===== config.mk =====
export PLATFORM = sky130hd
export DESIGN_NAME = swp_timing_top
export DESIGN_NICKNAME = d
export VERILOG_FILES = /design/src/inc/swp_pkg.sv /design/src/rtl/swp_window_cmp.sv /design/src/rtl/swp_timing_top.sv
export VERILOG_INCLUDE_DIRS = /design/src /design/src/inc
export SDC_FILE = /design/constraint.sdc
export NUM_CORES = 1
export LEC_CHECK = 0
export BUFFER_PORTS_ARGS = -buffer_cell sky130_fd_sc_hd__buf_4
export CAP_MARGIN = 20
export CORE_ASPECT_RATIO = 1.1
export CORE_MARGIN = 4
export CORE_UTILIZATION = 65
export CTS_BUF_LIST = sky130_fd_sc_hd__clkbuf_8
export DETAILED_ROUTE_END_ITERATION = 7
export GPL_TIMING_DRIVEN = 0
export HOLD_SLACK_MARGIN = 0.12
export PLACE_DENSITY = 0.83
export REMOVE_ABC_BUFFERS = 1
export SLEW_MARGIN = 10
export SYNTH_ARGS = -nofsm -noshare
export SYNTH_HDL_FRONTEND = slang
export SYNTH_HIERARCHICAL = 1
export SYNTH_SLANG_ARGS = --single-unit

===== constraint.sdc =====
create_clock -name core_clk -period 6.45 [get_ports core_clk]
set_input_delay 1.29 -clock core_clk [delete_from_list [all_inputs] [get_ports core_clk]]
set_output_delay 1.29 -clock core_clk [all_outputs]
set_load 0.05 [all_outputs]

===== src/inc/swp_regs.svh =====
// Register indices, field positions, reset values and timing counts
// for the sync window pulse timing block.
// Assumes a single 40 MHz core clock and an 8-bit indexed host port.
`ifndef SWP_REGS_SVH
`define SWP_REGS_SVH

// ==========================================================
// Pair numbers; index byte is {pair, high-byte flag}
`define SWP_PAIR_CLAMP_START 4'h0
`define SWP_PAIR_CLAMP_STOP 4'h1
`define SWP_PAIR_ZERO_START 4'h2
`define SWP_PAIR_ZERO_STOP 4'h3
`define SWP_PAIR_FIELD_START 4'h4
`define SWP_PAIR_FIELD_STOP 4'h5
`define SWP_PAIR_FILTER_CLOSE 4'h6
`define SWP_PAIR_FILTER_OPEN 4'h7
`define SWP_PAIR_LINE_LENGTH 4'h8
`define SWP_PAIR_COUNT 9

// ==========================================================
// Field positions inside the index byte and the high byte
`define SWP_IDX_HI_BIT 0
`define SWP_IDX_PAIR_LSB 1
`define SWP_IDX_PAIR_MSB 4
`define SWP_IDX_SPARE_LSB 5
`define SWP_HI_DATA_MSB 3
`define SWP_HI_MASK 8'h0f

// ==========================================================
// Reset values
`define SWP_VALUE_RESET 12'h000
`define SWP_BYTE_RESET 8'h00
`define SWP_INDEX_RESET 8'h00

// ==========================================================
// Timing
`define SWP_CLEAR_PIPE 3
`define SWP_PHASE_DLY_NS 500
`define SWP_CLK_MHZ 40

`endif


===== src/inc/swp_pkg.sv =====
// Types shared by the sync window pulse timing block.
// Assumes the constants header is compiled alongside.
package swp_pkg;

   // ==========================================================
   // Count and window carriers
   typedef logic [11:0] swp_count_t;
   typedef logic [3:0] swp_pair_t;

   typedef struct packed {
      swp_count_t start;
      swp_count_t stop;
   } swp_win_s;

   // ==========================================================
   // Host port sequencer
   typedef enum logic [2:0] {
      PORT_IDLE = 3'b001,
      PORT_WRITE = 3'b010,
      PORT_READ = 3'b100
   } swp_port_e;

endpackage : swp_pkg


===== src/rtl/swp_window_cmp.sv =====
// One start/stop window on the horizontal count.
// Assumes line_length only moves on pixEn and both values are 12-bit.
`timescale 1ns/1ps

module swp_window_cmp
   import swp_pkg::*;
(
   input wire logic core_clk, // 40 MHz core clock
   input wire logic rst_n, // Synchronous reset, low
   input wire logic pixEn, // Pixel clock enable
   input swp_count_t line_length, // Horizontal count
   input swp_win_s win, // Start and stop counts
   output logic level // Window level
);

   // ==========================================================
   // Compare decode
   wire logic equalVals;
   wire logic hitStart;
   wire logic hitStop;
   logic levelReg;

   assign equalVals = (win.start == win.stop);
   assign hitStart = (line_length == win.start);
   assign hitStop = (line_length == win.stop);
   assign level = levelReg;

   // Equal values pin the level high; start wins a tie with stop
   always_ff @(posedge core_clk) begin
      if (!rst_n) begin
         levelReg <= 1'b0;
      end else if (equalVals) begin
         levelReg <= 1'b1;
      end else if (pixEn && hitStart) begin
         levelReg <= 1'b1;
      end else if (pixEn && hitStop) begin
         levelReg <= 1'b0;
      end
   end

endmodule : swp_window_cmp


===== src/rtl/swp_timing_top.sv =====
// Horizontal timing window generator for a video sync separator.
// Assumes all inputs synchronous to core_clk; pixEn is the pixel rate.
//
// How it works
// - High byte bits 7..4 ignored, read zero
// - Low byte held; high write commits value
// - Zero high at start, low at stop
// - Zero start equals stop: zero held high
// - Value n means count of n+1 clocks
// - Counter clear lags sync edge three clocks
// - Field polarity follows start/stop order
// - Field start equals stop: field held high
// - Field changes only at vsync falling edge or when start equals stop
// - Gate closes at start, opens at stop
// - Gate start equals stop: stays closed
// - Fixed phase-limit delay after sync edge
// - Line length holds pixels minus one
// - Clamp high at start, low at stop
// - Index select picks index or register
`timescale 1ns/1ps
`include "swp_regs.svh"

module swp_timing_top
   import swp_pkg::*;
#(
   parameter int PAIRS = `SWP_PAIR_COUNT // Split registers
)(
   input wire logic core_clk, // 40 MHz core clock
   input wire logic rst_n, // Synchronous reset, low
   input wire logic pixEn, // Pixel clock enable pulse
   input wire logic compositeSyncN, // Filtered composite sync, low
   input wire logic vsyncN, // Vertical sync, low
   input wire logic indexSelect, // 0 index, 1 data register
   input wire logic rdN, // Host read strobe, low
   input wire logic wrN, // Host write strobe, low
   input wire logic [7:0] dataIn, // Host data in
   output logic [7:0] dataOut, // Host data out
   output logic dataOeN, // Data drive enable, low
   output logic clampOut, // Clamp window
   output logic zeroOut, // Zero window
   output logic fieldOut, // Field parity
   output logic syncFilterClosed, // Noise gate closed
   output logic phaseLimitPulse, // Phase-limit delay done
   output swp_count_t hCountOut // Horizontal count
);

   // ==========================================================
   // Derived timing
   localparam int PHASE_DLY_CYC =
      (`SWP_PHASE_DLY_NS * `SWP_CLK_MHZ + 999) / 1000;
   localparam int DLY_W = $clog2(PHASE_DLY_CYC + 1);
   localparam logic [DLY_W-1:0] PHASE_DLY_LOAD = DLY_W'(PHASE_DLY_CYC);
   localparam logic [DLY_W-1:0] DLY_ONE = DLY_W'(1);
   localparam logic [DLY_W-1:0] DLY_ZERO = '0;

   // ==========================================================
   // Index decode, shared by the write and read paths
   function automatic logic idxMapped(input logic [7:0] idx);
      idxMapped = (idx[7:`SWP_IDX_SPARE_LSB] == 3'h0) &&
         (idx[`SWP_IDX_PAIR_MSB:`SWP_IDX_PAIR_LSB] <= `SWP_PAIR_LINE_LENGTH);
   endfunction : idxMapped

   function automatic swp_pair_t idxPair(input logic [7:0] idx);
      idxPair = idx[`SWP_IDX_PAIR_MSB:`SWP_IDX_PAIR_LSB];
   endfunction : idxPair

   // ==========================================================
   // Storage
   swp_port_e portState_reg;
   swp_port_e portState_next;
   logic [7:0] index_reg;
   logic [7:0] wrData_reg;
   logic wrSel_reg;
   logic [7:0] readData_reg;
   swp_count_t value_reg [PAIRS];
   logic [7:0] lowHold_reg [PAIRS];
   swp_count_t line_length_reg;
   logic syncPrev_reg;
   logic vsyncPrev_reg;
   logic edgePend_reg;
   logic [`SWP_CLEAR_PIPE-2:0] clearPipe_reg; // Counter flop is the last stage
   logic field_reg;
   logic [DLY_W-1:0] phaseDly_reg;
   logic phasePulse_reg;

   // ==========================================================
   // Host port sequencer
   wire logic writeDone;
   wire logic readActive;
   wire logic wrMapped;
   wire swp_pair_t wrPair;
   wire logic wrHigh;
   wire logic rdMapped;
   wire swp_pair_t rdPair;
   wire logic rdHigh;
   logic [7:0] readMux;

   // Commit happens on the rising edge of the write strobe
   assign writeDone = (portState_reg == PORT_WRITE) && wrN;
   assign readActive = (portState_reg == PORT_READ) && !rdN;
   assign dataOeN = !readActive;
   assign dataOut = readData_reg;

   // Next state; a strobe held low keeps its state
   always_comb begin
      portState_next = portState_reg;
      case (portState_reg)
         PORT_IDLE: begin
            if (!wrN) begin
               portState_next = PORT_WRITE;
            end else if (!rdN) begin
               portState_next = PORT_READ;
            end
         end
         PORT_WRITE: begin
            if (wrN) begin
               portState_next = PORT_IDLE;
            end
         end
         PORT_READ: begin
            if (rdN) begin
               portState_next = PORT_IDLE;
            end
         end
         default: begin
            portState_next = PORT_IDLE;
         end
      endcase
   end

   // State register
   always_ff @(posedge core_clk) begin
      if (!rst_n) begin
         portState_reg <= PORT_IDLE;
      end else begin
         portState_reg <= portState_next;
      end
   end

   // Data and select tracked while the write strobe is low
   always_ff @(posedge core_clk) begin
      if (!rst_n) begin
         wrData_reg <= `SWP_BYTE_RESET;
         wrSel_reg <= 1'b0;
      end else if (!wrN) begin
         wrData_reg <= dataIn;
         wrSel_reg <= indexSelect;
      end
   end

   // ==========================================================
   // Register writes
   assign wrMapped = idxMapped(index_reg);
   assign wrPair = idxPair(index_reg);
   assign wrHigh = index_reg[`SWP_IDX_HI_BIT];

   always_ff @(posedge core_clk) begin
      if (!rst_n) begin
         index_reg <= `SWP_INDEX_RESET;
      end else if (writeDone && !wrSel_reg) begin
         index_reg <= wrData_reg;
      end
   end

   // One slice per split register pair
   for (genvar g = 0; g < PAIRS; g++) begin : gSplit
      wire logic hit;
      assign hit = writeDone && wrSel_reg && wrMapped && (wrPair == swp_pair_t'(g));

      always_ff @(posedge core_clk) begin
         if (!rst_n) begin
            lowHold_reg[g] <= `SWP_BYTE_RESET;
         end else if (hit && !wrHigh) begin
            lowHold_reg[g] <= wrData_reg;
         end
      end

      always_ff @(posedge core_clk) begin
         if (!rst_n) begin
            value_reg[g] <= `SWP_VALUE_RESET;
         end else if (hit && wrHigh) begin
            value_reg[g] <= {wrData_reg[`SWP_HI_DATA_MSB:0], lowHold_reg[g]};
         end
      end
   end

   // ==========================================================
   // Register reads
   assign rdMapped = idxMapped(index_reg);
   assign rdPair = idxPair(index_reg);
   assign rdHigh = index_reg[`SWP_IDX_HI_BIT];

   always_comb begin
      readMux = `SWP_BYTE_RESET;
      if (!indexSelect) begin
         readMux = index_reg;
      end else if (rdMapped && rdHigh) begin
         readMux = {4'h0, value_reg[rdPair][11:8]} & `SWP_HI_MASK;
      end else if (rdMapped) begin
         readMux = value_reg[rdPair][7:0];
      end
   end

   // Read data flopped; unmapped indices read zero
   always_ff @(posedge core_clk) begin
      if (!rst_n) begin
         readData_reg <= `SWP_BYTE_RESET;
      end else begin
         readData_reg <= readMux;
      end
   end

   // ==========================================================
   // Window wiring
   swp_win_s win [4];
   logic [3:0] winLevel;
   swp_count_t lineLength;

   assign lineLength = value_reg[`SWP_PAIR_LINE_LENGTH];
   assign win[0] = {value_reg[`SWP_PAIR_CLAMP_START], value_reg[`SWP_PAIR_CLAMP_STOP]};
   assign win[1] = {value_reg[`SWP_PAIR_ZERO_START], value_reg[`SWP_PAIR_ZERO_STOP]};
   assign win[2] = {value_reg[`SWP_PAIR_FIELD_START], value_reg[`SWP_PAIR_FIELD_STOP]};
   assign win[3] = {value_reg[`SWP_PAIR_FILTER_CLOSE], value_reg[`SWP_PAIR_FILTER_OPEN]};

   // clamp, zero, field gate, noise gate
   for (genvar w = 0; w < 4; w++) begin : gWin
      swp_window_cmp uWin (
         .core_clk(core_clk),
         .rst_n(rst_n),
         .pixEn(pixEn),
         .line_length(line_length_reg),
         .win(win[w]),
         .level(winLevel[w])
      );
   end

   // zero pinned high, gate stays closed, both in the comparator
   assign clampOut = winLevel[0];
   assign zeroOut = winLevel[1];
   assign syncFilterClosed = winLevel[3];
   assign hCountOut = line_length_reg;

   // ==========================================================
   // Sync edge detection through the noise gate
   wire logic syncFall;
   wire logic syncTaken;
   wire logic clearNow;

   assign syncFall = syncPrev_reg && !compositeSyncN;
   assign syncTaken = syncFall && !syncFilterClosed;
   assign clearNow = pixEn && clearPipe_reg[`SWP_CLEAR_PIPE-2];

   // Edge history
   always_ff @(posedge core_clk) begin
      if (!rst_n) begin
         syncPrev_reg <= 1'b1;
         vsyncPrev_reg <= 1'b1;
      end else begin
         syncPrev_reg <= compositeSyncN;
         vsyncPrev_reg <= vsyncN;
      end
   end

   // Edge held until the next pixel clock picks it up
   always_ff @(posedge core_clk) begin
      if (!rst_n) begin
         edgePend_reg <= 1'b0;
      end else if (syncTaken) begin
         edgePend_reg <= 1'b1;
      end else if (pixEn) begin
         edgePend_reg <= 1'b0;
      end
   end

   // three pixel clocks of clear delay
   always_ff @(posedge core_clk) begin
      if (!rst_n) begin
         clearPipe_reg <= '0;
      end else if (pixEn) begin
         clearPipe_reg <= {clearPipe_reg[`SWP_CLEAR_PIPE-3:0], edgePend_reg | syncTaken};
      end
   end

   // ==========================================================
   // Horizontal counter
   // restart at edge or line end
   // line length is pixels minus one
   // count n is the (n+1)th clock
   always_ff @(posedge core_clk) begin
      if (!rst_n) begin
         line_length_reg <= `SWP_VALUE_RESET;
      end else if (clearNow) begin
         line_length_reg <= `SWP_VALUE_RESET;
      end else if (pixEn && (line_length_reg == lineLength)) begin
         line_length_reg <= `SWP_VALUE_RESET;
      end else if (pixEn) begin
         line_length_reg <= line_length_reg + 12'h001;
      end
   end

   // ==========================================================
   // Field parity
   wire logic vsyncFall;
   wire logic fieldEqual;
   wire logic fieldStartAbove;

   assign vsyncFall = vsyncPrev_reg && !vsyncN;
   assign fieldEqual = (win[2].start == win[2].stop);
   assign fieldStartAbove = (win[2].start > win[2].stop);
   assign fieldOut = field_reg;

   always_ff @(posedge core_clk) begin
      if (!rst_n) begin
         field_reg <= 1'b1;
      end else if (fieldEqual) begin
         field_reg <= 1'b1;
      end else if (vsyncFall) begin
         field_reg <= fieldStartAbove ? winLevel[2] : !winLevel[2];
      end
   end

   // ==========================================================
   // Phase-limit delay
   // Counted in core clocks so it stays fixed whatever the pixel rate
   assign phaseLimitPulse = phasePulse_reg;

   always_ff @(posedge core_clk) begin
      if (!rst_n) begin
         phaseDly_reg <= DLY_ZERO;
      end else if (syncTaken) begin
         phaseDly_reg <= PHASE_DLY_LOAD;
      end else if (phaseDly_reg != DLY_ZERO) begin
         phaseDly_reg <= phaseDly_reg - DLY_ONE;
      end
   end

   // One-cycle pulse as the delay runs out
   always_ff @(posedge core_clk) begin
      if (!rst_n) begin
         phasePulse_reg <= 1'b0;
      end else begin
         phasePulse_reg <= !syncTaken && (phaseDly_reg == DLY_ONE);
      end
   end

endmodule : swp_timing_top


==> results_dict.tcl <==
set metrics [dict create \
    wirelength_um 29700 \
    clock_path_buffers 3 \
    async_flop_share_pct 0 \
    endpoint_kind "flip-flop" \
    p_leak_nw 4.65 \
    postSynthCellCount 1029 \
    start_util_pct 67.0 \
    yosys.cell_types.count 55 \
    dieArea_um2 20800 \
    drtIter0Drc 803 \
    grt_pass1_wl_um 45100 \
    slew_headroom_pct 23.2 \
    drc_errors 0 \
    synth_area_um2 12100 \
    cp.arrival_ns 3.66 \
    cp_data_required_time_ns 6.58 \
    placed_area_um2 12500 \
    status "finished clean" \
    nNetsFinal 1104 \
    fp.dieH_um 151 \
    wl_per_cell_um 22.2 \
    synth_edf_count 180 \
    cts_tree "done" \
    report.final.slew_viol_count 0 \
    gp_congestion 0.990 \
    tightest_slew_ns 1.14 \
    post_cts_resized 0 \
    final_cell_mix "edfxtp_1, nor3_1, xnor2_1, and2_1, xor2_1" \
    grt_overflow 0 \
    viasPerCell 6.27 \
    worstSetupPathType "primary input to flip-flop" \
    yosys_most_used_dff "edfxtp_1" \
    coreArea_um2 18000 \
    seq_area_frac_synth_pct 54.8 \
    final_common_cell "edfxtp_1" \
    die_w_um 138 \
    root_buffer "clkbuf_8" \
    path_clk_slew_ns 0.05 \
    grt_setup_unrepaired "false" \
    grt_pass1_vias 8121 \
    critPathSlowestCell "o21ai_0" \
    largest_register_ffs 108 \
    fmax_mhz 283 \
    drive_above_1_share_pct 12.8 \
    max_cap_viol_count 0 \
    hold_violations 0 \
    vias 8380 \
    cts_setup_buffers 0 \
    cts_htree_levels 2 \
    track_usage_pct 29.2 \
    syn_to_final_growth_pct 10.3 \
    postRouteAntennaNets 0 \
    antenna_found_initial 0 \
    dp_hpwl_um 19800 \
    first_pass_iters 5 \
    min_path_type "flip-flop to flip-flop" \
    grt_max_degree 62 \
    ios 42 \
    power_density_nw_per_um2 246 \
    yosysWarnings 6 \
    period_share_pct 54.9 \
    path_cells "buf_4 -> nand2_1 -> nor2_1 -> nand3_1 -> buf_8 -> o21ai_0" \
    cts_hold_buffers 0 \
    yosys_register_bits 240 \
    skew_ns 0.0242 \
    min_period_ns 3.54 \
    rows 51 \
    ir_drop_mv 0.191 \
    tns_ns 0 \
    port_buffers 41 \
    r2r_slack_ns 3.14 \
    cts_buffers 38 \
    avgSynthCellArea_um2 11.7 \
    final_area_um2 13300 \
    clk_latency_ns 0.53 \
    critPathMaxStageDelay_ns 0.78 \
    cts_sinks 240 \
    finalSetupViolCount 0 \
    crit_fanout 16 \
    n_antenna_cell 0 \
    start_kind "primary input" \
]
[critical path, delay by kind of cell]
kind	cells	cell delay, ns
simple gates	3	0.98
compound gates	1	0.78
buf+inv	2	0.60
[layout make-up]
| class | instances | area [um2] |
|---|---|---|
| tap | 238 | 298 |
| clock buffer | 39 | 537 |
| fill | 1173 | 4690 |
| inverter | 31 | 116 |
| sequential | 240 | 6610 |
| clock inverter | 26 | 184 |
| timing repair buffer | 56 | 455 |
| multi-input combinational | 706 | 5110 |
[power breakdown]
group	leakage (nW)	switching (mW)	internal, mW
clock	0.408	0.568	0.680
sequential	2.35	0.0633	1.71
combinational	1.90	0.144	0.0998
total	4.65	0.775	2.49
[kinds of logic after synthesis]
group / after synthesis / synth area share, %
xor gates and xnor gates: 168 / 12.2
and+or+nand+nor: 393 / 18.2
AOI/OAI and AO/OA: 86 / 4.25
DFF: 240 / 54.8
adders and majority gates: 15 / 1.56
buffers and inverters: 83 / 2.89
muxes: 44 / 6.14
[synth_stat cells, types with 2 or more instances]
cell type  number  area, um2
xor2_1         66        578
o211ai_1        3       22.5
a21oi_1        22        110
or4_1           5       37.5
and3_1          4       25.0
edfxtp_1      180       5410
a211oi_1        2       15.0
nor2_1         54        203
nor2b_1        24        150
o41ai_1         5       43.8
or3b_2          2       17.5
or3_1           3       18.8
o31a_1          2       17.5
xnor2_1       102        893
and2_1         73        457
clkinv_1        8       30.0
nand3b_1        6       45.0
nor3_1        102        510
mux2i_1        20        200
clkbuf_1       30        113
inv_1          23       86.3
nand2_2         2       12.5
ha_1           15        188
dfxtp_1        60       1200
o21ai_0        33        165
buf_1           7       26.3
buf_6           3       33.8
nand2b_1        9       56.3
nand3_1        20        100
buf_2          11       55.1
mux4_2         24        541
a221oi_1        2       17.5
a21o_1          2       15.0
a21boi_0        3       22.5
a31oi_1         5       31.3
nor4_1         19        119
nand2_4         4       45.0
nand2_1        28        105
nand4_1        25        156
nor3b_1         5       37.5
o31ai_1         2       15.0
[stage by stage]
| stage | hold WS [ns] | utilization [%] | std cells | power (mW) | setup WS, ns |
|---|---|---|---|---|---|
| floorplan | 0.439 | - | 977 | 1.95 | 2.86 |
| global placement | 0.484 | 69.1 | 1256 | 2.03 | 1.71 |
| detailed placement | 0.484 | 69.7 | 1267 | 2.04 | 1.99 |
| CTS | 0.503 | 73.7 | 1332 | 3.27 | 2.55 |
| global route | 0.523 | 74.0 | 1336 | 3.38 | 2.71 |
| finish | 0.495 | 74.0 | 1336 | 3.27 | 2.91 |
[layer usage]
layer,GRT usage [%],vias up,share of wire [%]
met1,38.0,3988,38
met4,13.0,0,4.2
met5,0,-,0
li1,-,3799,-
met3,6.81,97,10
met2,47.0,496,48
[worst paths after layout]
path	from	endpoint	cells past startpoint
worst min-delay path	index_reg[6]$_SDFFE_PN0P_	dataOut[6]$_SDFF_PN0_	2
worst max register to register	portState_reg[1]$_SDFFE_PN0P_	lowHold_reg[3][0]$_SDFFCE_PN0P_	4
worst min register to register	index_reg[6]$_SDFFE_PN0P_	dataOut[6]$_SDFF_PN0_	2
worst max-delay path	wrN	lowHold_reg[6][7]$_SDFFCE_PN0P_	6
(Power assumes the default switching activity.)
